`config.mk`:
```
export PLATFORM = sky130hd
export DESIGN_NAME = tefsw_top
export DESIGN_NICKNAME = d
export VERILOG_FILES = /design/src/core/tefsw_pkg.sv /design/src/core/tefsw_top.sv
export SDC_FILE = /design/constraint.sdc
export NUM_CORES = 1
export LEC_CHECK = 0
export ABC_CLOCK_PERIOD_IN_PS = 4350
export BUFFER_PORTS_ARGS = -buffer_cell sky130_fd_sc_hd__buf_2
export CAP_MARGIN = 20
export CORE_UTILIZATION = 50
export DETAILED_ROUTE_END_ITERATION = 7
export PLACE_DENSITY = 0.82
export SYNTH_ARGS = -nofsm -noshare
export SYNTH_HDL_FRONTEND = slang
export SYNTH_SLANG_ARGS = --single-unit
export TNS_END_PERCENT = 20
```
`constraint.sdc`:
```
create_clock -name hclk -period 4.35 [get_ports hclk]
set_input_delay 0.87 -clock hclk [delete_from_list [all_inputs] [get_ports hclk]]
set_output_delay 0.87 -clock hclk [all_outputs]
set_load 0.01 [all_outputs]
```
`src/core/tefsw_pkg.sv`:
```
// Package with register map, field positions and carrier types of the timer event flags.
package tefsw_pkg;

  localparam int NCH   = 4;
  localparam int CNT_W = 16;

  //////////////////////////////////////////////////////////////////////////////
  // Register byte offsets within the block.
  localparam logic [11:0] TEFSW_CTRL_OFS  = 12'h000;
  localparam logic [11:0] TEFSW_INTEN_OFS = 12'h00c;
  localparam logic [11:0] TEFSW_FLAGS_OFS = 12'h010;
  localparam logic [11:0] TEFSW_SWEV_OFS  = 12'h014;
  localparam logic [11:0] TEFSW_CHOUT_OFS = 12'h020;
  localparam logic [11:0] TEFSW_CAPV_OFS  = 12'h034;
  localparam logic [11:0] TEFSW_CAPV_STEP = 12'h004;

  //////////////////////////////////////////////////////////////////////////////
  // Bit positions of the flag and enable registers; all but the over-capture bits are shared by the soft event register.
  localparam int UPD_BIT  = 0;
  localparam int CH_BIT0  = 1;
  localparam int COMM_BIT = 5;
  localparam int TRIG_BIT = 6;
  localparam int BRK_BIT  = 7;
  localparam int OVC_BIT0 = 9;
  localparam int SWEV_W   = 8;

  // Control register fields.
  localparam int CTRL_DOWN_BIT   = 0;
  localparam int CTRL_CENTER_BIT = 1;
  localparam int CTRL_PAUSE_BIT  = 2;
  localparam int CTRL_TRGFAL_BIT = 3;
  localparam int CTRL_CSE_BIT    = 4;
  localparam int CTRL_POE_BIT    = 5;
  localparam int CTRL_CHIN_LSB   = 8;

  // Channel output control field width per channel.
  localparam int CHOUT_W = 5;

  //////////////////////////////////////////////////////////////////////////////
  // Reset values and writable masks.
  localparam logic [31:0] FLAGS_RST  = 32'h0000_0000;
  localparam logic [31:0] FLAGS_MASK = 32'h0000_1eff;
  localparam logic [31:0] INTEN_RST  = 32'h0000_0000;
  localparam logic [31:0] CTRL_RST   = 32'h0000_0000;
  localparam logic [31:0] CTRL_MASK  = 32'h0000_0f3f;
  localparam logic [7:0]  SWEV_RST   = 8'h00;
  localparam logic [CNT_W-1:0] CAPV_RST = 16'h0000;

  //////////////////////////////////////////////////////////////////////////////
  // Carrier types.
  typedef struct packed {
    logic       en;
    logic       nen;
    logic [2:0] comctl;
  } tefsw_chout_t;

  localparam tefsw_chout_t CHOUT_RST = 5'h00;

  typedef struct packed {
    logic           trig_level;
    logic           update;
    logic           commutation;
    logic           break_det;
    logic [NCH-1:0] capture;
    logic [NCH-1:0] compare;
  } tefsw_hw_evt_t;

  typedef struct packed {
    logic cnt_clear;
    logic cnt_reload;
    logic psc_clear;
  } tefsw_cnt_ctl_t;

endpackage

```
`src/core/tefsw_top.sv`:
```
// Timer event flags, software event generation and AHB-Lite register slave.
//
// Behaviour
// RQ1: Trigger event sets sticky trigger flag bit 6.
// RQ2: Pause mode: both trigger edges; else active edge.
// RQ3: Commutation event sets sticky flag bit 5.
// RQ4: Channel 0 flag: capture in input, compare otherwise.
// RQ5: Channels 1-3 flags at bits 2-4.
// RQ6: Reading channel capture value clears input-mode flag.
// RQ7: Update event sets sticky update flag bit 0.
// RQ8: Soft event bits self-clear after producing event.
// RQ9: Break force clears output enable, sets break flag.
// RQ10: Trigger force sets trigger flag, may interrupt.
// RQ11: Commutation force loads output controls per shadow enable.
// RQ12: Channel 0 force sets its flag, may interrupt.
// RQ13: Forced input capture stores counter, flags over-capture.
// RQ14: Channel 1-3 force bits at bits 2-4.
// RQ15: Update force clears counter, or reloads when down.
// RQ16: Update force also clears prescaler same cycle.
// RQ17: Capture with flag still set sets over-capture flag.
// RQ18: Writing zero forces nothing; soft register reads zero.
//
// Register access over AHB-Lite is this design's own decision.
module tefsw_top
  import tefsw_pkg::*;
(
  input  wire logic                      hclk,
  input  wire logic                      hresetn,
  input  wire logic                      hsel,
  input  wire logic [31:0]               haddr,
  input  wire logic [1:0]                htrans,
  input  wire logic                      hwrite,
  input  wire logic [2:0]                hsize,
  input  wire logic [31:0]               hwdata,
  input  wire logic                      hready,
  output logic                           hreadyout,
  output logic                           hresp,
  output logic [31:0]                    hrdata,
  input  wire tefsw_pkg::tefsw_hw_evt_t  hw_evt,
  input  wire logic [tefsw_pkg::CNT_W-1:0] cnt_value,
  output tefsw_pkg::tefsw_cnt_ctl_t      cnt_ctl,
  output logic                           primary_output_enable,
  output tefsw_pkg::tefsw_chout_t [tefsw_pkg::NCH-1:0] chan_out_active,
  output logic                           irq
);
  import tefsw_pkg::*;

  //////////////////////////////////////////////////////////////////////////////
  // Bus slave state.
  logic                              acc;
  logic                              rd_take;
  logic                              wr_pend_reg;
  logic [11:0]                       waddr_reg;
  logic [31:0]                       hrdata_reg;
  logic [31:0]                       rdata_next;
  logic                              wr_ctrl;
  logic                              wr_inten;
  logic                              wr_flags;
  logic                              wr_swev;
  logic                              wr_chout;

  // Block registers.
  logic [31:0]                       ctrl_reg;
  logic [31:0]                       inten_reg;
  logic [31:0]                       flags_reg;
  logic [31:0]                       flags_next;
  logic [31:0]                       flags_set;
  logic [31:0]                       flags_clr;
  logic [SWEV_W-1:0]                 swev_reg;
  logic                              trig_prev_reg;
  tefsw_chout_t [NCH-1:0]            chout_shadow_reg;
  tefsw_chout_t [NCH-1:0]            chout_active_reg;
  logic [NCH-1:0][CNT_W-1:0]         capv_reg;

  // Event terms.
  logic                              trig_rise;
  logic                              trig_fall;
  logic                              trig_evt;
  logic                              comm_evt;
  logic [NCH-1:0]                    chan_in;
  logic [NCH-1:0]                    cap_evt;
  logic [NCH-1:0]                    cmp_evt;
  logic [NCH-1:0]                    ch_set;
  logic [NCH-1:0]                    ovc_set;
  logic [NCH-1:0]                    capv_rd;

  //////////////////////////////////////////////////////////////////////////////
  // AHB-Lite slave. Reads are answered with zero wait states from the
  // address phase; a read that directly follows a write gets one wait
  // state, so that it never returns the value from before the write.
  assign acc       = hsel & htrans[1] & hready;
  assign rd_take   = acc & ~hwrite;
  assign hreadyout = ~(wr_pend_reg & hsel & htrans[1] & ~hwrite);
  assign hresp     = 1'b0;
  assign hrdata    = hrdata_reg;

  always_ff @(posedge hclk or negedge hresetn) begin
    if (!hresetn) begin
      wr_pend_reg <= 1'b0;
      waddr_reg   <= 12'h000;
    end else begin
      wr_pend_reg <= acc & hwrite;
      if (acc) begin
        waddr_reg <= haddr[11:0];
      end
    end
  end

  assign wr_ctrl  = wr_pend_reg & (waddr_reg == TEFSW_CTRL_OFS);
  assign wr_inten = wr_pend_reg & (waddr_reg == TEFSW_INTEN_OFS);
  assign wr_flags = wr_pend_reg & (waddr_reg == TEFSW_FLAGS_OFS);
  assign wr_swev  = wr_pend_reg & (waddr_reg == TEFSW_SWEV_OFS);
  assign wr_chout = wr_pend_reg & (waddr_reg == TEFSW_CHOUT_OFS);

  // Read mux; unmapped addresses read as zero with an OKAY answer.
  always_comb begin
    rdata_next = 32'h0000_0000;
    case (haddr[11:0])
      TEFSW_CTRL_OFS:  rdata_next = ctrl_reg;
      TEFSW_INTEN_OFS: rdata_next = inten_reg;
      TEFSW_FLAGS_OFS: rdata_next = flags_reg;
      TEFSW_SWEV_OFS:  rdata_next = 32'h0000_0000; // RQ18
      TEFSW_CHOUT_OFS: rdata_next = {12'h000, chout_shadow_reg};
      default: begin
        for (int i = 0; i < NCH; i++) begin
          if (haddr[11:0] == TEFSW_CAPV_OFS + 12'(i) * TEFSW_CAPV_STEP) begin
            rdata_next = {{(32 - CNT_W){1'b0}}, capv_reg[i]};
          end
        end
      end
    endcase
  end

  always_ff @(posedge hclk or negedge hresetn) begin
    if (!hresetn) begin
      hrdata_reg <= 32'h0000_0000;
    end else if (rd_take) begin
      hrdata_reg <= rdata_next;
    end
  end

  //////////////////////////////////////////////////////////////////////////////
  // Control and interrupt enable registers.
  assign primary_output_enable = ctrl_reg[CTRL_POE_BIT];
  assign chan_in = ctrl_reg[CTRL_CHIN_LSB +: NCH];

  always_ff @(posedge hclk or negedge hresetn) begin
    if (!hresetn) begin
      ctrl_reg <= CTRL_RST;
    end else begin
      if (wr_ctrl) begin
        ctrl_reg <= hwdata & CTRL_MASK;
      end
      // A forced break wins over a software write of the enable.
      if (swev_reg[BRK_BIT]) begin
        ctrl_reg[CTRL_POE_BIT] <= 1'b0; // RQ9
      end
    end
  end

  always_ff @(posedge hclk or negedge hresetn) begin
    if (!hresetn) begin
      inten_reg <= INTEN_RST;
    end else if (wr_inten) begin
      inten_reg <= hwdata & FLAGS_MASK;
    end
  end

  //////////////////////////////////////////////////////////////////////////////
  // Soft event register: a written one lives for exactly one cycle, in
  // which its event is produced, then hardware clears it.
  always_ff @(posedge hclk or negedge hresetn) begin
    if (!hresetn) begin
      swev_reg <= SWEV_RST;
    end else if (wr_swev) begin
      swev_reg <= hwdata[SWEV_W-1:0]; // RQ8 RQ18
    end else begin
      swev_reg <= SWEV_RST; // RQ8
    end
  end

  //////////////////////////////////////////////////////////////////////////////
  // Trigger edge detection. The input is synchronous to hclk.
  always_ff @(posedge hclk or negedge hresetn) begin
    if (!hresetn) begin
      trig_prev_reg <= 1'b0;
    end else begin
      trig_prev_reg <= hw_evt.trig_level;
    end
  end

  assign trig_rise = hw_evt.trig_level & ~trig_prev_reg;
  assign trig_fall = ~hw_evt.trig_level & trig_prev_reg;

  always_comb begin
    if (ctrl_reg[CTRL_PAUSE_BIT]) begin
      trig_evt = trig_rise | trig_fall; // RQ2
    end else if (ctrl_reg[CTRL_TRGFAL_BIT]) begin
      trig_evt = trig_fall; // RQ2
    end else begin
      trig_evt = trig_rise; // RQ2
    end
  end

  assign comm_evt = hw_evt.commutation | swev_reg[COMM_BIT];

  //////////////////////////////////////////////////////////////////////////////
  // Per-channel capture, compare, over-capture and capture value logic.
  for (genvar i = 0; i < NCH; i++) begin : g_chan
    assign cap_evt[i] = chan_in[i] &
                        (hw_evt.capture[i] | swev_reg[CH_BIT0 + i]); // RQ13
    assign cmp_evt[i] = ~chan_in[i] & hw_evt.compare[i]; // RQ4 RQ5
    assign ch_set[i]  = cap_evt[i] | cmp_evt[i] |
                        swev_reg[CH_BIT0 + i]; // RQ12 RQ14
    assign ovc_set[i] = cap_evt[i] & flags_reg[CH_BIT0 + i]; // RQ17 RQ13
    assign capv_rd[i] = rd_take & chan_in[i] &
                        (haddr[11:0] == TEFSW_CAPV_OFS +
                         12'(i) * TEFSW_CAPV_STEP); // RQ6

    always_ff @(posedge hclk or negedge hresetn) begin
      if (!hresetn) begin
        capv_reg[i] <= CAPV_RST;
      end else if (cap_evt[i]) begin
        capv_reg[i] <= cnt_value; // RQ13
      end
    end
  end

  //////////////////////////////////////////////////////////////////////////////
  // Flag register. Software clears by writing ones; any set in the same
  // cycle wins over a clear so that no event is lost.
  always_comb begin
    flags_set = 32'h0000_0000;
    flags_set[UPD_BIT]  = hw_evt.update | swev_reg[UPD_BIT]; // RQ7
    flags_set[COMM_BIT] = comm_evt; // RQ3
    flags_set[TRIG_BIT] = trig_evt | swev_reg[TRIG_BIT]; // RQ1 RQ10
    flags_set[BRK_BIT]  = hw_evt.break_det | swev_reg[BRK_BIT]; // RQ9
    flags_set[CH_BIT0 +: NCH]  = ch_set; // RQ4 RQ5
    flags_set[OVC_BIT0 +: NCH] = ovc_set; // RQ17
    flags_clr = wr_flags ? (hwdata & FLAGS_MASK) : 32'h0000_0000;
    flags_clr[CH_BIT0 +: NCH] = flags_clr[CH_BIT0 +: NCH] | capv_rd; // RQ6
    flags_next = ((flags_reg & ~flags_clr) | flags_set) & FLAGS_MASK;
  end

  always_ff @(posedge hclk or negedge hresetn) begin
    if (!hresetn) begin
      flags_reg <= FLAGS_RST;
    end else begin
      flags_reg <= flags_next;
    end
  end

  // Level interrupt while any enabled flag is set.
  assign irq = |(flags_reg & inten_reg); // RQ9 RQ10 RQ12

  //////////////////////////////////////////////////////////////////////////////
  // Channel output controls. With shadowing on, software writes only reach
  // the outputs at a commutation event, so a new pattern switches on all
  // channels at once; with it off, the outputs follow the shadow register one cycle later.
  always_ff @(posedge hclk or negedge hresetn) begin
    if (!hresetn) begin
      chout_shadow_reg <= {NCH{CHOUT_RST}};
    end else if (wr_chout) begin
      chout_shadow_reg <= hwdata[NCH*CHOUT_W-1:0];
    end
  end

  always_ff @(posedge hclk or negedge hresetn) begin
    if (!hresetn) begin
      chout_active_reg <= {NCH{CHOUT_RST}};
    end else if (!ctrl_reg[CTRL_CSE_BIT] || comm_evt) begin
      chout_active_reg <= chout_shadow_reg; // RQ11
    end
  end

  assign chan_out_active = chout_active_reg;

  //////////////////////////////////////////////////////////////////////////////
  // Counter and prescaler commands from a forced update.
  always_comb begin
    cnt_ctl.cnt_clear  = swev_reg[UPD_BIT] &
                         (ctrl_reg[CTRL_CENTER_BIT] |
                          ~ctrl_reg[CTRL_DOWN_BIT]); // RQ15
    cnt_ctl.cnt_reload = swev_reg[UPD_BIT] &
                         ~ctrl_reg[CTRL_CENTER_BIT] &
                         ctrl_reg[CTRL_DOWN_BIT]; // RQ15
    cnt_ctl.psc_clear  = swev_reg[UPD_BIT]; // RQ16
  end

  // Transfer size is not checked: only whole-word accesses are supported.
  logic unused_ok;
  assign unused_ok = &{1'b0, hsize, haddr[31:12]};

endmodule

```
; Word-level counts from Yosys, hierarchy flattened
; Index checks and enable logic that the tools add are counted.
[totals]
wordCells = 136
inputBits = 102
reg_bits = 192
[classes]
n_bitwise = 70
n_mux = 11
n_eq_ne = 12
reduce_logical = 6
[op_table]
columns = cell, count
row1 = 32-bit one-hot mux with 5 select lines, 1
row2 = 32-bit 2-to-1 mux, 2
row3 = 12-bit by 6-bit == test with 1-bit output (second input constant), 5
row4 = 12-bit by 5-bit == test with 1-bit output (second input constant), 4
row5 = 1-bit bitwise AND, 37
row6 = 16-bit 2-to-1 mux, 2
row7 = 32-bit OR reduction, 1
row8 = 13-bit bitwise AND, 2
row9 = 12-bit by 4-bit == test with 1-bit output (second input constant), 2
row10 = 12-bit logical NOT, 2
row11 = 1-bit bitwise OR, 18
row12 = 13-bit 2-to-1 mux, 1
row13 = 13-bit inverter, 1
row14 = 13-bit bitwise OR, 1
row15 = 12-bit by 7-bit == test with 1-bit output (second input constant), 1
row16 = 1-bit inverter, 10
row17 = 8-bit 2-to-1 mux, 1
row18 = 6-bit 2-to-1 mux, 1
row19 = 4-bit bitwise OR, 1
row20 = 1-bit 2-to-1 mux, 3
row21 = 2-bit nonzero test, 1
row22 = 1-bit logical NOT, 1
row23 = 1-bit logical OR, 1

; Depth between registers and ports, before layout
; Gate-level depths: netlist of run 1.
[logic_depth]
word_depth = 9
ltp_mapped = 6
mapped_depth_nobuf = 6

; Worst setup path after synthesis of run 1
; No wires, ideal clock.
[synth_timing]
path_kind = input port to flip-flop
startpoint = input haddr[9]
endpoint = register flags_reg[1]
path_buffers = 0
setup_time_ns = 0.124
required_ns = 4.226
slack_ns = 1.750
stages = 4
arrival_time_ns = 2.476
cell_sequence = or4_4 -> or4_4 -> o2bb2a_4 -> a211o_1
[synth_via]
elab_chain_len = 6
[synth_lines]
columns = item, line
row1 = from (decl), tefsw_top.sv:30  ; input wire logic [31:0] haddr,
row2 = 12-bit by 6-bit == test with 1-bit output, tefsw_top.sv:217  ; (haddr[11:0] == TEFSW_CAPV_OFS +
row3 = 1-bit bitwise AND, tefsw_top.sv:216  ; assign capv_rd[i] = rd_take & chan_in[i] &
row4 = 4-bit bitwise OR, tefsw_top.sv:241  ; flags_clr[CH_BIT0 +: NCH] = flags_clr[CH_BIT0 +: NCH] | capv_rd;
row5 = 13-bit inverter, tefsw_top.sv:242  ; flags_next = ((flags_reg & ~flags_clr) | flags_set) & FLAGS_MASK;
row6 = 13-bit bitwise AND, tefsw_top.sv:242
row7 = 13-bit bitwise OR, tefsw_top.sv:242
row8 = net flags_next[1], tefsw_top.sv:66  ; logic [31:0] flags_next;
row9 = to (signal assigned), tefsw_top.sv:249  ; flags_reg <= flags_next;
row10 = to (decl), tefsw_top.sv:65  ; logic [31:0] flags_reg;
; The timed path passes the listed nets, and every way through them passes these cells.
; A chain may end at the register's enable or synchronous reset.

; Final worst setup path of run 1
[layout_timing]
startpoint = input hsel
endpoint = register hrdata_reg[10] (netlist: hrdata[10])
[layout_via]
elab_chain_len = 3
[layout_lines]
columns = item, line
row1 = from (decl), tefsw_top.sv:29  ; input wire logic hsel,
row2 = 1-bit bitwise AND (2 in a row), tefsw_top.sv:91  ; assign acc = hsel & htrans[1] & hready;
row3 = 1-bit bitwise AND, tefsw_top.sv:92  ; assign rd_take = acc & ~hwrite;
row4 = to (signal assigned), tefsw_top.sv:138  ; hrdata_reg <= rdata_next;
row5 = to (decl), tefsw_top.sv:54  ; logic [31:0] hrdata_reg;
; Every way passes these cells.

==> impl_metrics.ini, run 1 <==
[placed_design]
gp_congestion = 0.816
postPlaceCellArea_um2 = 8990
hpwl_mm = 13.5
port_buffers = 111

[finish]
drive_above_1_share_pct = 41.9
fin_area_um2 = 9590
num_antenna_cells = 0
syn2layout_area_growth_pct = 16.8
layout_common_cells = dfrtp_1, mux2_2, buf_2, nand2_1
regArea_um2 = 4500
multi_input_comb_area_um2 = 3490
final_common_cell = dfrtp_1
fin_nets = 853
fillers = 1245
finish.utilization_pct = 60.1
largest_reg_flops = 64

[sta]
hold-worst-slack_ps = 301
rsz0062_at_grt = no
setup_viol = 0
fmax_mhz = 380
maxSlewViolCount = 0
post-route-min-period_ps = 2630
finalHoldViolCount = 0
tns_ps = 0
worst_slew_pin_slew_ps = 945
maxSlewHeadroom_pct = 36.5
min_period_over_period_pct = 60.4
fin_skew_ps = 5.93

[power]
p_seq_share_pct = 50.6
switching_share_pct = 24.6
clkPwrFrac_pct = 34.8
power_density_nw_per_um2 = 445
p_sw_w = 0.00105
ir_drop_v = 0.000450
p_comb_share_pct = 14.5
p_int_w = 0.00322
power_leakage_nw = 4.42

[outcome]
status = finished clean

[yosys]
synth_area_um2 = 8210
ys.flop_type = dfrtp_1
synth_cell_type_count = 49
synth_seq_area_share_pct = 54.9
synthArstFlopShare_pct = 100
synth-edff-count = 0
synth_top_area_share_pct = 54.9
synth_top_cell_by_area = dfrtp_1
synth.area.top_cells = dfrtp_1, mux2_2, a22o_1
ys_ff_latch = 180
yosysWarningCount = 0
avgSynthCellArea_um2 = 12.9
synthCells = 636

[routing]
antenna_left = 0
vias = 5737
wl_per_cell_um = 20.1
drc = 0
drtIter0Drc = 446
dr.pass1.iters = 5
drt-total-wl_mm = 19.6
viasPerCell = 5.88

[global_route]
grt_pass1_vias = 5730
antenna_found_initial = 0
grt_overflow = 0
globalRouteTotalUtil_pct = 24.6
grt_pass1_wl_mm = 30.9
grt_start_max_net_pins = 117

[setup_path]
max_stage_delay_ps = 920
worst-setup-path-type = input pin to flop
cp_max_fo = 21
critical_path.endpoint_type = flop
slowest_stage = nor2_2
crit_arrival_ps = 2960
cp-start-kind = input pin
worstPathCellList = buf_2, nand3_1, nor2_2, buf_4, nor2_1, a31oi_1
cp.required_ps = 4680

[cts]
tritoncts = yes
cts_root_buf = clkbuf_16
cts-buffers-inserted = 17
cts.htree.levels = 4
cts_max_path_buffers = 2
hold_buffers = 0
postCtsResizedCells = 0
post_cts_buffers = 0
cts.reportedPaths.clkPinSlew_ps = 60
clk_latency_ps = 420
cts_sinks = 180

[die]
core-area_um2 = 15900
die_w_um = 130
dieArea_um2 = 16900
die_h_um = 130
io_pins = 161
start_util_pct = 51.5
core.rowCount = 46

[flow_run]
cap_violations = 0

[min_path]
hp-class = input pin to async pin
[synth_stat cells, types with 4 or more instances]
library cell	n
a211o_1	8
nor2_1	20
a22oi_1	11
o21ai_0	7
nand2_1	20
o211ai_1	14
mux2i_1	16
buf_2	6
inv_1	10
a211oi_1	15
clkbuf_1	25
buf_4	14
mux2_2	150
dfrtp_1	180
and3_1	15
a22o_1	19
a31oi_1	13
and2_1	11
nand3_1	6
a21oi_1	16
o21ai_1	4
[worst paths after layout]
kind / startpoint / endpoint / slack (ps) / depth (start not counted)
max: hsel / hrdata[10] / 1720 / 6
min: hresetn / capv_reg[20] / 300 / 1
max reg2reg: waddr_reg[9] / swev_reg[0] / 2050 / 4
min reg2reg: swev_reg[6] / flags_reg[6] / 450 / 1
max in group asynchronous: hresetn / inten_reg[2] / 2960 / 3
min in group hclk: swev_reg[6] / flags_reg[6] / 450 / 1
[worst max-delay path, delay by kind of cell]
kind            cells  cell delay (ps)
simple gates        3             1450
buf+inv             2              440
compound gates      1              190
[per-layer routing]
layer / vias up / share of wire, % / track usage (%)
met2: 203 / 50 / 40.6
met3: 32 / 6.1 / 5.04
met4: 0 / 2.1 / 9.85
li1: 2576 / - / -
met1: 2926 / 42 / 31.8
met5: - / 0 / 0
[final cells by class]
| cell class | count | area share (%) |
|---|---|---|
| Tap cell | 216 | 2.82 |
| Multi-Input combinational cell | 410 | 36.4 |
| Clock inverter | 5 | 0.783 |
| Sequential cell | 180 | 47.0 |
| Timing Repair Buffer | 130 | 7.55 |
| Clock buffer | 24 | 5.13 |
| Inverter | 10 | 0.391 |
[per-stage QoR]
step	setup slack [ps]	cells	total power [W]
floorplan	1750	648	0.00256
global placement	1330	945	0.00275
detailed placement	1340	945	0.00280
CTS	1770	974	0.00430
global route	1640	975	0.00446
finish	1720	975	0.00427
[power by group through the flow]
stage	combinational (W)	clock [W]	sequential (W)
6_report	0.000621	0.00149	0.00216
2_1_floorplan	0.000408	0	0.00215
4_1_cts	0.000625	0.00151	0.00216
5_1_grt	0.000682	0.00158	0.00220
3_3_place_gp	0.000589	0	0.00216
3_5_place_dp	0.000617	0	0.00218
[logic make-up (layout without fill, tap and decap cells)]
family	count (synthesis)	after routing	synth area share (%)
flip-flops	180	180	54.9
multiplexers	166	166	22.5
AO/OA/AOI/OAI	124	124	11.4
AND/OR/NAND/NOR	105	105	7.48
buffers and inverters	58	169	3.38
adder cells (fa/ha/maj)	2	2	0.305
other	1	13	0.0457
No activity file was read; power rests on OpenSTA's default activity.
==> run 2, diff against run 1 <==
--- a/config.mk
+++ b/config.mk
@@ -5,12 +5,12 @@
 export SDC_FILE = /design/constraint.sdc
 export NUM_CORES = 1
 export LEC_CHECK = 0
-export ABC_CLOCK_PERIOD_IN_PS = 4350
+export ABC_CLOCK_PERIOD_IN_PS = 2100
 export BUFFER_PORTS_ARGS = -buffer_cell sky130_fd_sc_hd__buf_2
 export CAP_MARGIN = 20
 export CORE_UTILIZATION = 50
 export DETAILED_ROUTE_END_ITERATION = 7
-export PLACE_DENSITY = 0.82
+export PLACE_DENSITY = 0.85
 export SYNTH_ARGS = -nofsm -noshare
 export SYNTH_HDL_FRONTEND = slang
 export SYNTH_SLANG_ARGS = --single-unit
==> constraint.sdc (replaced) <==
create_clock -name hclk -period 2.1 [get_ports hclk]
set_input_delay 0.42 -clock hclk [delete_from_list [all_inputs] [get_ports hclk]]
set_output_delay 0.42 -clock hclk [all_outputs]
set_load 0.01 [all_outputs]
==> run 2 against run 1 <==
Power rose by 110%. Non-clock buffer count rose by 21. Clock-buffer cell count fell by 5. Global-route usage rose by 0.17 points. Via count rose by 1.4%. Critical path depth did not move. Clock skew rose by 3.5 ps.
==> impl_metrics.ini, run 2 (synthesis gave the netlist of run 1 again) <==
[finish]
final_common_cell = dfrtp_1
fin_nets = 874
drive_above_1_share_pct = 44.3
fillers = 1237
layout_common_cells = dfrtp_1, mux2_2, buf_2, buf_4, nand2_1
largest_reg_flops = 64
syn2layout_area_growth_pct = 20.5

[setup_path]
critical_path.endpoint_type = flop
cp-start-kind = flop
crit_arrival_ps = 2320
path_delay_family = simple AND/OR/NAND/NOR gates
cp.required_ps = 2410
cp_max_fo = 4
timing.rr.start = waddr_reg[9]
slowest_stage = or4_1
cp_num_buf_inv = 2
r2r_slack_ps = 90
max_stage_delay_ps = 470
worstPathCellList = nor4_2, buf_4, nand4b_1, buf_4, or4_1, mux2_2
r2r_cells = 6
reg2reg_to = ctrl_reg[4]
worst-setup-path-type = flop to flop
path_common_cell = buf_4

[routing]
viasPerCell = 5.81
antenna_left = 0
vias = 5817
dr.pass1.iters = 5
wl_per_cell_um = 19.8
drtIter0Drc = 428
drc = 0
drt-total-wl_mm = 19.8

[min_path]
hold_end = trig_prev_reg
hp-class = input pin to flop
min_from = hw_evt[11]
whs_path_depth = 1

[cts]
cts_max_path_buffers = 2
cts_sinks = 180
cts.reportedPaths.clkPinSlew_ps = 60
cts_root_buf = clkbuf_16
clk_latency_ps = 430
cts.htree.levels = 4
tritoncts = yes
cts-buffers-inserted = 17

[global_route]
grt_overflow = 0
use_met2_pct = 40.8
grt_pass1_wl_mm = 31.0
grt_pass1_vias = 5874
globalRouteTotalUtil_pct = 24.8
met1_usage_pct = 32.5
grt_start_max_net_pins = 55
antenna_found_initial = 2
grtUsageMet3_pct = 5.49
grt-busiest-layer = met2

[die]
core.rowCount = 46
start_util_pct = 51.5
core-area_um2 = 15900
dieArea_um2 = 16900
io_pins = 161
die_h_um = 130
die_w_um = 130

[sta]
min_period_over_period_pct = 95.9
tns_ps = 0
rsz0062_at_grt = no
fmax_mhz = 496
setup_viol = 0
post-route-min-period_ps = 2010
fin_skew_ps = 9.40
finalHoldViolCount = 0
maxSlewViolCount = 0

[power]
power_density_nw_per_um2 = 899
p_total_w = 0.00889
ir_drop_v = 0.000755
power_leakage_nw = 4.55

[outcome]
status = finished clean

[flow_run]
cap_violations = 0

[placed_design]
gp_congestion = 0.848
hpwl_mm = 14.0
port_buffers = 111
run 2: changes by cell type in the layout (fill, tap and decap cells not counted), sizes merged:
cell / change
clkinv: +2
buf: +20
clkinvlp: +4
diode: +3
inv: +2
dlygate4sd3: +1
clkbuf: -5
run 2: area by class of cell:
type,count,area (µm²),area share [%]
well taps,216,270,2.73
repair buffers,151,977,9.88
clock buffers,19,443,4.48
inverters,10,37.5,0.380
diodes,3,7.51,0.0759
flip-flops and latches,180,4500,45.5
multi-input cells,410,3520,35.6
clock inverters,13,133,1.34
run 2: timing repair:
| item | in CTS | in global routing |
|---|---|---|
| resized for setup | 0 | 6 |
| buffers inserted | 0 | 1 |
| hold buffers | 1 | 0 |
| hold endpoints to repair | 24 | 0 |
| endpoints found under the setup margin | 0 | 22 |
run 2: power by group:
group          leakage, nW  internal (W)  switching, W
sequential            2.24       0.00410      0.000379
combinational         2.04      0.000743      0.000583
clock                0.275       0.00178       0.00131
total                 4.55       0.00662       0.00227
run 2: worst reg2reg max path, cell delays in order (launching register included):
cell	delay [ps]
dfrtp_1	390
nor4_2	300
buf_4	160
nand4b_1	90
buf_4	180
or4_1	470
mux2_2	310
run 2: how the worst max path moves through the flow:
stage                            start  cells after the start       endpoint
final                     waddr_reg[9]                      6    ctrl_reg[4]
after global routing      waddr_reg[9]                      6    ctrl_reg[4]
after CTS                 waddr_reg[9]                      6  inten_reg[11]
after detailed placement      haddr[0]                      5   flags_reg[3]
after global placement        haddr[0]                      5   flags_reg[3]
after floorplan               haddr[0]                      4   flags_reg[2]
run 2: metal layers:
layer	routed length, µm	share of wire (%)
met1	8560	43
met2	9720	49
met3	1290	6.5
met4	245	1.2
met5	0	0
run 2: per-stage QoR:
| step | std cells | instance area, µm² | utilization, % | setup WS [ps] | hold slack, ps |
|---|---|---|---|---|---|
| 5_1_grt | 1001 | 9890 | 62.0 | 3.63 | 118 |
| 3_5_place_dp | 965 | 9250 | 58.0 | -152 | 319 |
| 2_1_floorplan | 648 | 8250 | - | -14.3 | 124 |
| 3_3_place_gp | 965 | 9250 | 58.0 | -137 | 311 |
| 4_1_cts | 998 | 9840 | 61.7 | 5.24 | 119 |
| 6_report | 1002 | 9890 | 62.0 | 85.4 | 133 |
